==> src/verilog/mil_pkg.sv <==
// shared constants and carriers of the interrupt logic
// assumes one clock, one instruction cycle per core_clk_i edge
package mil_pkg;

  // =====================================================
  // control register bit positions
  localparam int unsigned CTL_GLB_BIT   = 7;
  localparam int unsigned CTL_PEIE_BIT  = 6;
  localparam int unsigned CTL_TOVE_BIT  = 5;
  localparam int unsigned CTL_EXTE_BIT  = 4;
  localparam int unsigned CTL_PCHE_BIT  = 3;
  localparam int unsigned CTL_TOVF_BIT  = 2;
  localparam int unsigned CTL_EXTF_BIT  = 1;
  localparam int unsigned CTL_PCHF_BIT  = 0;
  localparam int unsigned CTL_NFLAGS    = 3;

  // =====================================================
  // peripheral registers and reset values
  localparam int unsigned ADC_BIT       = 6;
  localparam logic [7:0]  CTL_RST       = 8'h00;
  localparam logic [7:0]  PER_RST       = 8'h00;
  localparam logic [7:0]  PER_IMPL_MASK = 8'h40;

  // =====================================================
  // timer rollover and vector
  localparam logic [7:0]  TIMER_MAX     = 8'hFF;
  localparam logic [7:0]  TIMER_ZERO    = 8'h00;
  localparam int unsigned PC_W          = 13;
  localparam logic [12:0] IRQ_VECTOR    = 13'h0004;
  localparam logic [12:0] PC_RST        = 13'h0000;

  // =====================================================
  // sequencer states
  typedef enum logic [1:0] {
    MIL_RUN       = 2'b00,
    MIL_SLEEP     = 2'b01,
    MIL_WAKE_EXEC = 2'b10
  } mil_state_e;

  // =====================================================
  // carriers
  typedef struct packed {
    logic       wr;
    logic [7:0] data;
  } mil_wr_s;

  typedef struct packed {
    logic sleep;
    logic ret_irq;
    logic instr_done;
  } mil_core_in_s;

  typedef struct packed {
    logic             vector;
    logic             wake;
    logic             asleep;
    logic [PC_W-1:0]  addr;
  } mil_core_out_s;

endpackage

==> src/verilog/mil_edge_sense.sv <==
// registered edge detector over a group of input pins
// assumes the pins are synchronous to core_clk_i
`timescale 1ns/100ps
`default_nettype none
module mil_edge_sense
  import mil_pkg::*;
#(
  parameter int unsigned W = 1
) (
  // clock and reset
  input  wire logic         core_clk_i,
  input  wire logic         srst_i,
  // pins and edge choice
  input  wire logic [W-1:0] sig_i,
  input  wire logic         rise_en_i,
  input  wire logic         fall_en_i,
  // one-cycle event
  output logic              event_o
);

  logic [W-1:0] prev_reg;

  // =====================================================
  // previous level; reset loads the pin so no false edge
  always_ff @(posedge core_clk_i) begin
    prev_reg <= sig_i;
  end

  // =====================================================
  // edge pulse
  always_ff @(posedge core_clk_i) begin
    if (srst_i) begin
      event_o <= 1'b0;
    end else begin
      event_o <= |((sig_i & ~prev_reg & {W{rise_en_i}}) |
                   (~sig_i & prev_reg & {W{fall_en_i}}));
    end
  end

endmodule
`default_nettype wire

==> src/verilog/mil_flag_cell.sv <==
// one sticky flag bit, set by hardware, written by software
// assumes set and write arrive as one-cycle strobes
`timescale 1ns/100ps
`default_nettype none
module mil_flag_cell
  import mil_pkg::*;
(
  // clock and reset
  input  wire logic core_clk_i,
  input  wire logic srst_i,
  // hardware set, software write
  input  wire logic set_i,
  input  wire logic wr_i,
  input  wire logic wdata_i,
  // flag
  output logic      flag_o
);

  // =====================================================
  // set wins over a clearing write in the same cycle
  always_ff @(posedge core_clk_i) begin
    if (srst_i) begin
      flag_o <= 1'b0;
    end else if (set_i) begin
      flag_o <= 1'b1;
    end else if (wr_i) begin
      flag_o <= wdata_i;
    end
  end

endmodule
`default_nettype wire

==> src/verilog/mil_irq_logic.sv <==
// interrupt logic of a small 8-bit controller core
// assumes the core executes one instruction cycle per clock edge,
// and that its write strobes and instruction events are synchronous
//
// How it works
// RULE1 - four sources: external edge, timer rollover, port change, converter
// RULE2 - flags set on events regardless of own enable or global enable
// RULE3 - global enable bit 7 passes unmasked interrupts, blocks all when clear
// RULE4 - global enable plus flag and enable set takes the interrupt at once
// RULE5 - every reset clears the global enable
// RULE6 - taking clears global enable, core pushes return address, loads 0004h
// RULE7 - return from interrupt leaves the routine and sets global enable
// RULE8 - software clears serviced flags before re-enabling, else it re-enters
// RULE9 - pin and port events vector within three or four cycles always; here three cycles in run, later when the event wakes the core from sleep
// RULE10 - peripheral flags, enables in own registers, gated by one control bit
// RULE11 - take during global enable clear is undone by return; software retries
// RULE12 - external pin edge is rising when select set, falling when clear
// RULE13 - selected external edge sets flag at control bit 1
// RULE14 - clearing external enable keeps its flag from interrupting
// RULE15 - external pin wakes from sleep only if enabled before sleep
// RULE16 - after interrupt wake, vector only if global enable set
// RULE17 - timer rollover FFh to 00h sets flag at control bit 2
// RULE18 - timer interrupt enable sits at control bit 5
// RULE19 - external, port change and timer flags share the control register
// RULE20 - change on port bits 7 to 4 sets bit 0, own enable gates
// RULE21 - wake with global enable runs the prefetched instruction, then vectors
// RULE22 - peripheral request needs flag, own enable, peripheral enable, global
`timescale 1ns/100ps
`default_nettype none
module mil_irq_logic
  import mil_pkg::*;
#(
  parameter int unsigned PORT_W = 4
) (
  // clock and reset
  input  wire logic              core_clk_i,
  input  wire logic              srst_i,
  // interrupt sources
  input  wire logic              ext_irq_pin_i,
  input  wire logic              ext_edge_select_i,
  input  wire logic [PORT_W-1:0] port_hi_i,
  input  wire logic [7:0]        timer_count_i,
  input  wire logic              adc_req_i,
  // software writes
  input  wire mil_wr_s           ctrl_wr_i,
  input  wire mil_wr_s           periph_flag_wr_i,
  input  wire mil_wr_s           periph_enable_wr_i,
  // core sequencing
  input  wire mil_core_in_s      core_i,
  output mil_core_out_s          core_o,
  // register read-back
  output logic [7:0]             irq_control_reg_o,
  output logic [7:0]             periph_flag_reg_o,
  output logic [7:0]             periph_enable_reg_o
);

  // =====================================================
  // helpers

  // field write helper, used for every enable bit of the control register
  function automatic logic wr_bit(input logic old_v,
                                  input mil_wr_s w,
                                  input int unsigned pos);
    logic r;
    r = old_v;
    if (w.wr) begin
      r = w.data[pos];
    end
    return r;
  endfunction

  // any source with flag and gate both set
  function automatic logic any_req(input logic [7:0] flg,
                                   input logic [7:0] ena);
    return |(flg & ena);
  endfunction

  // =====================================================
  // declarations

  mil_state_e           state_reg;
  mil_state_e           state_next;
  logic                 glb_en_reg;
  logic                 peie_reg;
  logic                 tove_reg;
  logic                 exte_reg;
  logic                 pche_reg;
  logic [7:0]           pen_reg;
  logic [7:0]           timer_prev_reg;
  logic                 ext_evt;
  logic                 pch_evt;
  logic                 tov_evt;
  logic [CTL_NFLAGS-1:0] ctl_set;
  logic [CTL_NFLAGS-1:0] ctl_flag;
  logic [7:0]           per_set;
  logic [7:0]           per_flag;
  logic                 core_req;
  logic                 per_req;
  logic                 irq_req;
  logic                 take;
  logic                 sleep_exte_reg;
  logic                 sleep_pche_reg;
  logic                 sleep_per_reg;
  logic                 wake_req;

  // =====================================================
  // source detection

  // RULE12 rising or falling edge
  // RULE1 external source
  mil_edge_sense #(
    .W (1)
  ) u_ext_edge (
    .core_clk_i (core_clk_i),
    .srst_i     (srst_i),
    .sig_i      (ext_irq_pin_i),
    .rise_en_i  (ext_edge_select_i),
    .fall_en_i  (~ext_edge_select_i),
    .event_o    (ext_evt)
  );

  // RULE20 any change on upper port bits
  // RULE1 port change source
  mil_edge_sense #(
    .W (PORT_W)
  ) u_port_change (
    .core_clk_i (core_clk_i),
    .srst_i     (srst_i),
    .sig_i      (port_hi_i),
    .rise_en_i  (1'b1),
    .fall_en_i  (1'b1),
    .event_o    (pch_evt)
  );

  // previous timer count for rollover compare
  always_ff @(posedge core_clk_i) begin
    timer_prev_reg <= timer_count_i;
  end

  // RULE17 rollover FFh to 00h
  // RULE1 timer source
  assign tov_evt = (timer_prev_reg == TIMER_MAX) &&
                   (timer_count_i == TIMER_ZERO) && !srst_i;

  // =====================================================
  // control register flags

  // RULE19 three flags in one register
  // RULE13 external flag at bit 1
  always_comb begin
    ctl_set               = '0;
    ctl_set[CTL_PCHF_BIT] = pch_evt;
    ctl_set[CTL_EXTF_BIT] = ext_evt;
    ctl_set[CTL_TOVF_BIT] = tov_evt;
  end

  // RULE2 flags set whatever the enables
  genvar gi;
  generate
    for (gi = 0; gi < CTL_NFLAGS; gi++) begin : g_ctl_flag
      mil_flag_cell u_flag (
        .core_clk_i (core_clk_i),
        .srst_i     (srst_i),
        .set_i      (ctl_set[gi]),
        .wr_i       (ctrl_wr_i.wr),
        .wdata_i    (ctrl_wr_i.data[gi]),
        .flag_o     (ctl_flag[gi])
      );
    end
  endgenerate

  // =====================================================
  // peripheral flags, only the converter bit is built

  // RULE1 converter source
  // RULE10 peripheral flags in their own register
  always_comb begin
    per_set          = '0;
    per_set[ADC_BIT] = adc_req_i;
  end

  generate
    for (gi = 0; gi < 8; gi++) begin : g_per_flag
      if (PER_IMPL_MASK[gi]) begin : g_impl
        mil_flag_cell u_flag (
          .core_clk_i (core_clk_i),
          .srst_i     (srst_i),
          .set_i      (per_set[gi]),
          .wr_i       (periph_flag_wr_i.wr),
          .wdata_i    (periph_flag_wr_i.data[gi]),
          .flag_o     (per_flag[gi])
        );
      end else begin : g_rsvd
        assign per_flag[gi] = 1'b0;
      end
    end
  endgenerate

  // RULE10 peripheral enables in their own register
  always_ff @(posedge core_clk_i) begin
    if (srst_i) begin
      pen_reg <= PER_RST;
    end else if (periph_enable_wr_i.wr) begin
      pen_reg <= periph_enable_wr_i.data & PER_IMPL_MASK;
    end
  end

  // =====================================================
  // enable bits of the control register

  // RULE14 external enable
  // RULE18 timer enable at bit 5
  // RULE10 peripheral gate bit
  always_ff @(posedge core_clk_i) begin
    if (srst_i) begin
      peie_reg <= CTL_RST[CTL_PEIE_BIT];
      tove_reg <= CTL_RST[CTL_TOVE_BIT];
      exte_reg <= CTL_RST[CTL_EXTE_BIT];
      pche_reg <= CTL_RST[CTL_PCHE_BIT];
    end else begin
      peie_reg <= wr_bit(peie_reg, ctrl_wr_i, CTL_PEIE_BIT);
      tove_reg <= wr_bit(tove_reg, ctrl_wr_i, CTL_TOVE_BIT);
      exte_reg <= wr_bit(exte_reg, ctrl_wr_i, CTL_EXTE_BIT);
      pche_reg <= wr_bit(pche_reg, ctrl_wr_i, CTL_PCHE_BIT);
    end
  end

  // =====================================================
  // request gating

  // RULE14 external gated by its enable
  // RULE20 port change gated by its enable
  assign core_req = any_req({5'h00, ctl_flag},
                            {5'h00, tove_reg, exte_reg, pche_reg});

  // RULE22 flag, own enable and peripheral gate
  assign per_req = peie_reg & any_req(per_flag, pen_reg);

  // RULE3 global enable passes or blocks all
  assign irq_req = glb_en_reg & (core_req | per_req);

  // RULE4 taken in the same cycle it is seen
  // RULE9 no wait for instruction end
  // a sleep strobe in the same cycle loses to the take
  assign take = irq_req && (state_reg == MIL_RUN);

  // =====================================================
  // global enable

  // RULE5 reset clears it
  // RULE6 taking clears it
  // RULE7 return sets it
  // RULE11 take wins over a clearing write
  always_ff @(posedge core_clk_i) begin
    if (srst_i) begin
      glb_en_reg <= CTL_RST[CTL_GLB_BIT];
    end else if (take) begin
      glb_en_reg <= 1'b0;
    end else if (core_i.ret_irq) begin
      glb_en_reg <= 1'b1;
    end else begin
      glb_en_reg <= wr_bit(glb_en_reg, ctrl_wr_i, CTL_GLB_BIT);
    end
  end

  // =====================================================
  // sleep enable snapshot

  // RULE15 enables as they stood at sleep entry
  // timer cannot wake: it has no clock while asleep
  always_ff @(posedge core_clk_i) begin
    if (srst_i) begin
      sleep_exte_reg <= 1'b0;
      sleep_pche_reg <= 1'b0;
      sleep_per_reg  <= 1'b0;
    end else if (core_i.sleep && state_reg == MIL_RUN) begin
      sleep_exte_reg <= exte_reg;
      sleep_pche_reg <= pche_reg;
      sleep_per_reg  <= peie_reg;
    end
  end

  // RULE15 wake needs enable set before sleep
  assign wake_req = (ctl_flag[CTL_EXTF_BIT] & sleep_exte_reg) |
                    (ctl_flag[CTL_PCHF_BIT] & sleep_pche_reg) |
                    (sleep_per_reg & any_req(per_flag, pen_reg));

  // =====================================================
  // sequencer

  // RULE16 vector after wake only with global enable
  // RULE21 prefetched instruction first, then vector
  always_comb begin
    state_next = state_reg;
    case (state_reg)
      MIL_RUN: begin
        if (core_i.sleep && !take) begin
          state_next = MIL_SLEEP;
        end
      end
      MIL_SLEEP: begin
        if (wake_req) begin
          state_next = glb_en_reg ? MIL_WAKE_EXEC : MIL_RUN;
        end
      end
      MIL_WAKE_EXEC: begin
        if (core_i.instr_done) begin
          state_next = MIL_RUN;
        end
      end
      default: begin
        state_next = MIL_RUN;
      end
    endcase
  end

  always_ff @(posedge core_clk_i) begin
    if (srst_i) begin
      state_reg <= MIL_RUN;
    end else begin
      state_reg <= state_next;
    end
  end

  // =====================================================
  // core outputs

  // RULE6 vector pulse with 0004h
  // RULE9 pin event to vector in three cycles
  // wake pulse and sleep level share the process: one writer per struct
  always_ff @(posedge core_clk_i) begin
    if (srst_i) begin
      core_o.vector <= 1'b0;
      core_o.addr   <= PC_RST;
      core_o.wake   <= 1'b0;
      core_o.asleep <= 1'b0;
    end else begin
      core_o.vector <= take;
      core_o.addr   <= IRQ_VECTOR;
      core_o.wake   <= (state_reg == MIL_SLEEP) && wake_req;
      core_o.asleep <= (state_next == MIL_SLEEP);
    end
  end

  // =====================================================
  // register read-back, one cycle behind the state

  // RULE8 software sees flags to clear them
  always_ff @(posedge core_clk_i) begin
    if (srst_i) begin
      irq_control_reg_o   <= CTL_RST;
      periph_flag_reg_o   <= PER_RST;
      periph_enable_reg_o <= PER_RST;
    end else begin
      irq_control_reg_o   <= {glb_en_reg, peie_reg, tove_reg, exte_reg,
                              pche_reg, ctl_flag};
      periph_flag_reg_o   <= per_flag;
      periph_enable_reg_o <= pen_reg;
    end
  end

endmodule
`default_nettype wire

==> config.mk <==
export PLATFORM = sky130hd
export DESIGN_NAME = mil_irq_logic
export DESIGN_NICKNAME = d
export VERILOG_FILES = /design/src/verilog/mil_pkg.sv /design/src/verilog/mil_edge_sense.sv /design/src/verilog/mil_flag_cell.sv /design/src/verilog/mil_irq_logic.sv
export SDC_FILE = /design/constraint.sdc
export NUM_CORES = 1
export LEC_CHECK = 0
export ABC_AREA = 0
export BUFFER_PORTS_ARGS = -buffer_cell sky130_fd_sc_hd__buf_2
export CAP_MARGIN = 20
export CELL_PAD_IN_SITES_DETAIL_PLACEMENT = 2
export CELL_PAD_IN_SITES_GLOBAL_PLACEMENT = 2
export CORE_ASPECT_RATIO = 1.2
export CORE_MARGIN = 3
export CORE_UTILIZATION = 27
export CTS_CLUSTER_DIAMETER = 80
export DETAILED_ROUTE_END_ITERATION = 7
export GPL_ROUTABILITY_DRIVEN = 0
export GPL_TIMING_DRIVEN = 0
export PLACE_DENSITY_LB_ADDON = 0.1
export SLEW_MARGIN = 15
export SYNTH_ARGS = -nofsm -noshare
export SYNTH_HDL_FRONTEND = slang
export SYNTH_SLANG_ARGS = --single-unit
==> constraint.sdc <==
create_clock -name core_clk_i -period 3.6 [get_ports core_clk_i]
set_input_delay 0.36 -clock core_clk_i [delete_from_list [all_inputs] [get_ports core_clk_i]]
set_output_delay 0.36 -clock core_clk_i [all_outputs]
set_load 0.05 [all_outputs]
Yosys cells after proc, flatten, opt, wreduce, memory -nomap -nowiden
Cells that the tools add are included.
{ "totals": {"register_bits": 63, "input_bits": 47, "output_inout_bits": 40, "word_cells": 89} }
{ "classes": {"eq_ne": 4, "mux": 16, "bitwise_logic": 23, "n_reduce_logical": 19} }
{ "ops": {"columns": ["op", "n"], "rows": [
  ["OR reduction 8 bit", 2],
  ["two-way mux 1 bit", 10],
  ["nonzero test 2 bit", 5],
  ["bitwise AND 1 bit", 9],
  ["bitwise AND 4 bit", 2],
  ["== test 8 bit (second input constant)", 1],
  ["zero test 8 bit", 1],
  ["two-way mux 2 bit", 4],
  ["NOT 4 bit", 2],
  ["bitwise AND 7 bit", 1],
  ["logical AND 1 bit", 6],
  ["case mux 2 bit (3 select lines)", 1],
  ["== test 2 x 1 -> 1 bit (second input constant)", 2],
  ["bitwise OR 1 bit", 4],
  ["bitwise OR 4 bit", 1],
  ["OR reduction 4 bit", 1],
  ["bitwise AND 3 bit", 1],
  ["two-way mux 3 bit", 1],
  ["NOT 1 bit", 3],
  ["== test 2 bit (second input constant)", 1],
  ["zero test 1 bit", 2],
  ["zero test 2 bit", 1],
  ["OR reduction 2 bit", 1]
]} }

Logic depth before layout (Yosys ltp)
{ "depth": {"ltp_word": 11, "ltp_mapped": 4, "mapped_depth_nobuf": 3} }

By module
Synthesis repeated with hierarchy kept, for this count alone.
{ "hier_totals": {"cells_unflattened": 158, "hier_area_um2": 1677.9} }
{ "by_module_without_submodules": {"columns": ["mod", "instances", "cells_per_inst", "area_per_inst_um2"], "rows": [
  ["mil_irq_logic", 1, 120, 1248.7],
  ["mil_edge_sense (u_port_change)", 1, 17, 214.0],
  ["mil_flag_cell", 4, 4, 38.8],
  ["mil_edge_sense (u_ext_edge)", 1, 5, 60.1]
]} }

Least setup slack after synthesis
Ideal clock, no wire load.
{ "synth_path": {"path_type": "input port to flip-flop", "startpoint": "in timer_count_i[1]", "endpoint": "reg g_ctl_flag[2].u_flag.flag_o", "t_arrival_ns": 1.474, "required_ns": 3.529, "path_slack_ns": 2.056, "path_stages": 3, "n_path_buf": 0, "path_cell_list": "or4_1 or4_1 a21oi_1"} }
{ "synth_between": {"elab_chain_cells": 4} }
{ "synth_rtl": {"columns": ["item", "line_no", "text"], "rows": [
  ["start: declaration", "mil_irq_logic.sv:42", "input wire logic [7:0] timer_count_i,"],
  ["zero test 8 bit (*)", "mil_irq_logic.sv:143", "(timer_count_i == TIMER_ZERO) && !srst_i;"],
  ["logical AND 1 bit (*)", "mil_irq_logic.sv:142", "assign tov_evt = (timer_prev_reg == TIMER_MAX) &&"],
  ["logical AND 1 bit (*)", "mil_irq_logic.sv:143", null],
  ["two-way mux 1 bit / nonzero test 2 bit (equally long branches)", null, null],
  ["end signal: assignment", "mil_flag_cell.sv:27", "flag_o <= wdata_i;"],
  ["end: declaration", "mil_flag_cell.sv:16", "output logic flag_o"]
]} }
Mark *: on every way between the ends. The rest lies on a longest branch, timed or not.
A chain may end at the register's enable or synchronous reset.

Worst setup path in the final report
{ "layout_path": {"startpoint": "reg state_reg[0]", "endpoint": "reg sleep_exte_reg"} }
{ "layout_between": {"elab_chain_cells": 2} }
{ "layout_rtl": {"columns": ["item", "line_no", "text"], "rows": [
  ["start: declaration", "mil_irq_logic.sv:81", "mil_state_e state_reg;"],
  ["start signal: assignment", "mil_irq_logic.sv:321", "state_reg <= state_next;"],
  ["zero test 2 bit", "mil_irq_logic.sv:276", "end else if (core_i.sleep && state_reg == MIL_RUN) begin"],
  ["logical AND 1 bit", "mil_irq_logic.sv:276", null],
  ["end signal: assignment", "mil_irq_logic.sv:277", "sleep_exte_reg <= exte_reg;"],
  ["end: declaration", "mil_irq_logic.sv:101", "logic sleep_exte_reg;"]
]} }
No other way between the ends.

==> Implementation_results.wiki <==
{| class="wikitable"
! Metric !! Value
|-
| Period utilisation layout || about two fifths
|-
| Core ar. || 5480 sq um
|-
| Worst min-delay path category || in -> reg
|-
| Mapped cell area || around 1600 sq um
|-
| Number of buffers added to fix hold violations after cts || 0
|-
| Final sum of negative setup slack || 0 ns
|-
| Antenna violations before repair || 0
|-
| Synthesized instance count || 147
|-
| All-Layer GR Usage || about an eighth
|-
| Share of power burned in registers || 48.8%
|-
| Master cell of the clock root buffer || sky130_fd_sc_hd__clkbuf_8
|-
| Height of the die || between 80 and 90 um
|-
| Area fraction of the dominant cell type after synthesis || a little under three fifths
|-
| Largest vdd supply drop || 0.222 mV
|-
| Library cell contributing the largest single delay on the critical path || sky130_fd_sc_hd__nor3b_1
|-
| Ports placed on the boundary || 87
|-
| Setup slack of the most critical reg-to-reg path || ~2.1 ns
|-
| Most Crowded Layer GR || met2
|-
| Leading post-synthesis cells by cell area || sky130_fd_sc_hd__dfxtp_1 (56%), sky130_fd_sc_hd__buf_4 (12%), sky130_fd_sc_hd__mux2i_1 (5.7%)
|-
| Final max-slew violation count || 0
|-
| Post-detailed-route DRC marker count || 0
|-
| Met3 Track Usage GR || under 10%
|-
| Startpoint of the lowest-slack register-to-register path || state_reg[0]
|-
| Crit path cell chain || clkbuf_1 -> nor3b_1 -> mux2i_1 -> nor2_1
|-
| Post-CTS setup buffer count || 0
|-
| Sum of internal, switching and leakage power || between 1000 and 1500 uW
|-
| Crit path buffers/inverters || 1
|-
| Core Util, Final || around 39%
|-
| Filler instances || 629
|-
| GRT overflow || 0
|-
| Share of layout cells above drive strength 1 || 35.4%
|-
| Post-Route Skew || 0.00986 ns
|-
| Diode count || 0
|-
| Layout-stage area growth over the synthesis result || 33.4%
|-
| Arrival time worst endpoint || roughly 1.6 ns
|-
| Post-cts gate resize count || 0
|-
| Final net count || ~270
|-
| Critical path startpoint category || flip-flop
|-
| Worst relative slew slack || about 53%
|-
| Netlist cell types || 27
|-
| Initial drt markers || 34
|-
| Critical path capture point type || flip-flop
|-
| Switching fraction of total power || approximately 28%
|-
| TritonCTS Buffers || 5
|-
| Relative contribution of the clock network to total power || between 30 and 40%
|-
| Global-route track usage on met1 || between 10% and 20%
|-
| Highest cell delay on the worst timing path || ~0.54 ns
|-
| Maximum clock path buffer count || 2
|-
| Worst Hold Depth || 1
|-
| Slew at the pin with the worst max-slew slack || ~0.7 ns
|-
| Internal Pwr Total || roughly 780 uW
|-
| RSZ-0062 raised after global routing || no
|-
| IO Port Bufs || 46
|-
| Vias per cell || between 4 and 5
|-
| DP Wirelength || slightly above 3000 um
|-
| Starting density of the core || 28.9%
|-
| CTS tree || yes
|-
| # clock sinks || 44
|-
| Result of the run || complete, no violations
|-
| Wire length of the first global-routing pass || ~6300 um
|-
| Data required time of the worst path || roughly 3.8 ns
|-
| Worst Hold Launch || timer_count_i[3]
|-
| Met2 Use GR || a little over a fifth
|-
| Number of setup violations in the final report || 0
|-
| Avg WL per Cell || between 10 and 15 um
|-
| Pin count of the biggest net entering global routing || 14
|-
| Detailed Route WL || 3860 um
|-
| Combinational share of power || 17.3%
|-
| Biggest area consumer among synthesized cells || sky130_fd_sc_hd__dfxtp_1
|-
| Antenna violation net count after detailed routing || 0
|-
| Net switching power of the design || between 200 and 300 uW
|-
| Ys Warns || 0
|-
| Final count of hold timing violations || 0
|-
| Source-to-sink clock delay at the later pin of the worst-skew pair || 0.29 ns
|-
| Die Width || about 76 um
|-
| Critical path type || reg -> reg
|-
| Die footprint || 6820 sq um
|-
| Number of max-capacitance violations reported || 0
|-
| Fmax achieved || just under 700 MHz
|-
| Synthesized flop and latch total || between 40 and 50
|-
| Depth of the worst register-to-register path || 4
|-
| Most common cell after layout, fill and taps aside || sky130_fd_sc_hd__buf_2
|-
| CTS H-tree lvls || 2
|-
| Leakage power || between 0.001 and 0.0015 uW
|-
| Row count || 29
|-
| Destination of the worst hold path || timer_prev_reg[3]
|-
| Clock period minus final worst setup slack || around 1.5 ns
|-
| Total iterations of the first detailed-routing run || 2
|-
| Power density normalized to cell area || 511 nW/um^2
|-
| Commonest cells after routing, fill and taps aside || sky130_fd_sc_hd__buf_2 (46), sky130_fd_sc_hd__dfxtp_1 (44), sky130_fd_sc_hd__buf_4 (26), sky130_fd_sc_hd__conb_1 (26)
|-
| Crit-path leading delay family || simple AND/OR/NAND/NOR gates
|-
| Share of synthesized area occupied by flip-flops and latches || between 50% and 60%
|-
| Synthesized area per cell || roughly 11 sq um
|-
| Via count of the first global-routing pass || approximately 1,300
|-
| Critical path peak fanout || 9
|-
| Reg-to-Reg End || sleep_exte_reg
|-
| Vias after detailed routing || roughly 1,200
|-
| Clk pin slew, worst setup/hold paths || 0.08 ns
|}
==> cell families (layout without fill, tap and decap cells) <==
| kind of cell | count (synthesis) | in the layout | synth area share, % |
|---|---|---|---|
| AOI/OAI and AO/OA | 16 | 16 | 7.83 |
| other | 1 | 26 | 0.237 |
| xor gates and xnor gates | 4 | 4 | 2.21 |
| DFF | 44 | 44 | 55.7 |
| buffers and inverters | 32 | 86 | 13.8 |
| muxes | 9 | 9 | 5.70 |
| and+or+nand+nor | 41 | 41 | 14.6 |
==> cell usage after synthesis, drive strengths merged <==
master and count:
nor2b 14, nor4b 1, mux2i 9, a32o 3, nor3b 1, a21oi 2
nand4 2, or4b 1, dfxtp 44, nor2 14, conb 1, o311a 1
clkbuf 4, buf 27, a211o 1, nand3b 2, nand2 2, nor4 1
inv 1, a31oi 1, a22o 2, xnor2 4, a211oi 3, o21ai 2
a41oi 1, or4 3
==> stage by stage <==
step | setup WS, ns | instances | cell area (sq um) | hold WS (ns)
2_1_floorplan | 2.06 | 172 | 1680 | 0.388
3_3_place_gp | 1.89 | 295 | 2000 | 0.425
3_5_place_dp | 1.89 | 295 | 2000 | 0.442
4_1_cts | 2.08 | 303 | 2110 | 0.171
5_1_grt | 1.90 | 303 | 2110 | 0.171
6_report | 2.13 | 303 | 2110 | 0.186
==> final cells by class <==
type / count / area [sq um] / area share [%]
flip-flops and latches: 44 / 881 / 41.8
multi-input cells: 96 / 577 / 27.3
repair buffers: 46 / 230 / 10.9
plain buffers: 31 / 214 / 10.1
well taps: 77 / 96.3 / 4.57
clock buffers: 6 / 72.6 / 3.44
clock inverters: 2 / 35.0 / 1.66
inverters: 1 / 3.75 / 0.178
==> metal layers <==
| metal | vias up | part of all wire (%) |
|---|---|---|
| met5 | - | 0 |
| met4 | 0 | 1.3 |
| met3 | 7 | 8.3 |
| met2 | 43 | 54 |
| met1 | 586 | 37 |
| li1 | 604 | - |
==> worst max path at each step <==
stage	endpoint	depth (start not counted)	startpoint
floorplan	g_ctl_flag[2].u_flag.flag_o	3	timer_count_i[1]
global placement	g_ctl_flag[2].u_flag.flag_o	4	timer_count_i[1]
detailed placement	g_ctl_flag[2].u_flag.flag_o	4	timer_count_i[2]
CTS	sleep_pche_reg	4	state_reg[0]
global route	sleep_pche_reg	4	state_reg[0]
finish	sleep_exte_reg	4	state_reg[0]
==> power groups by stage <==
stage	registers (uW)	clock network (uW)	logic, uW
3_5_place_dp	539	0	187
4_1_cts	527	382	187
2_1_floorplan	560	0	122
5_1_grt	531	396	201
3_3_place_gp	536	0	181
6_report	527	365	187
Note: power is estimated with default switching activity, not from simulation.
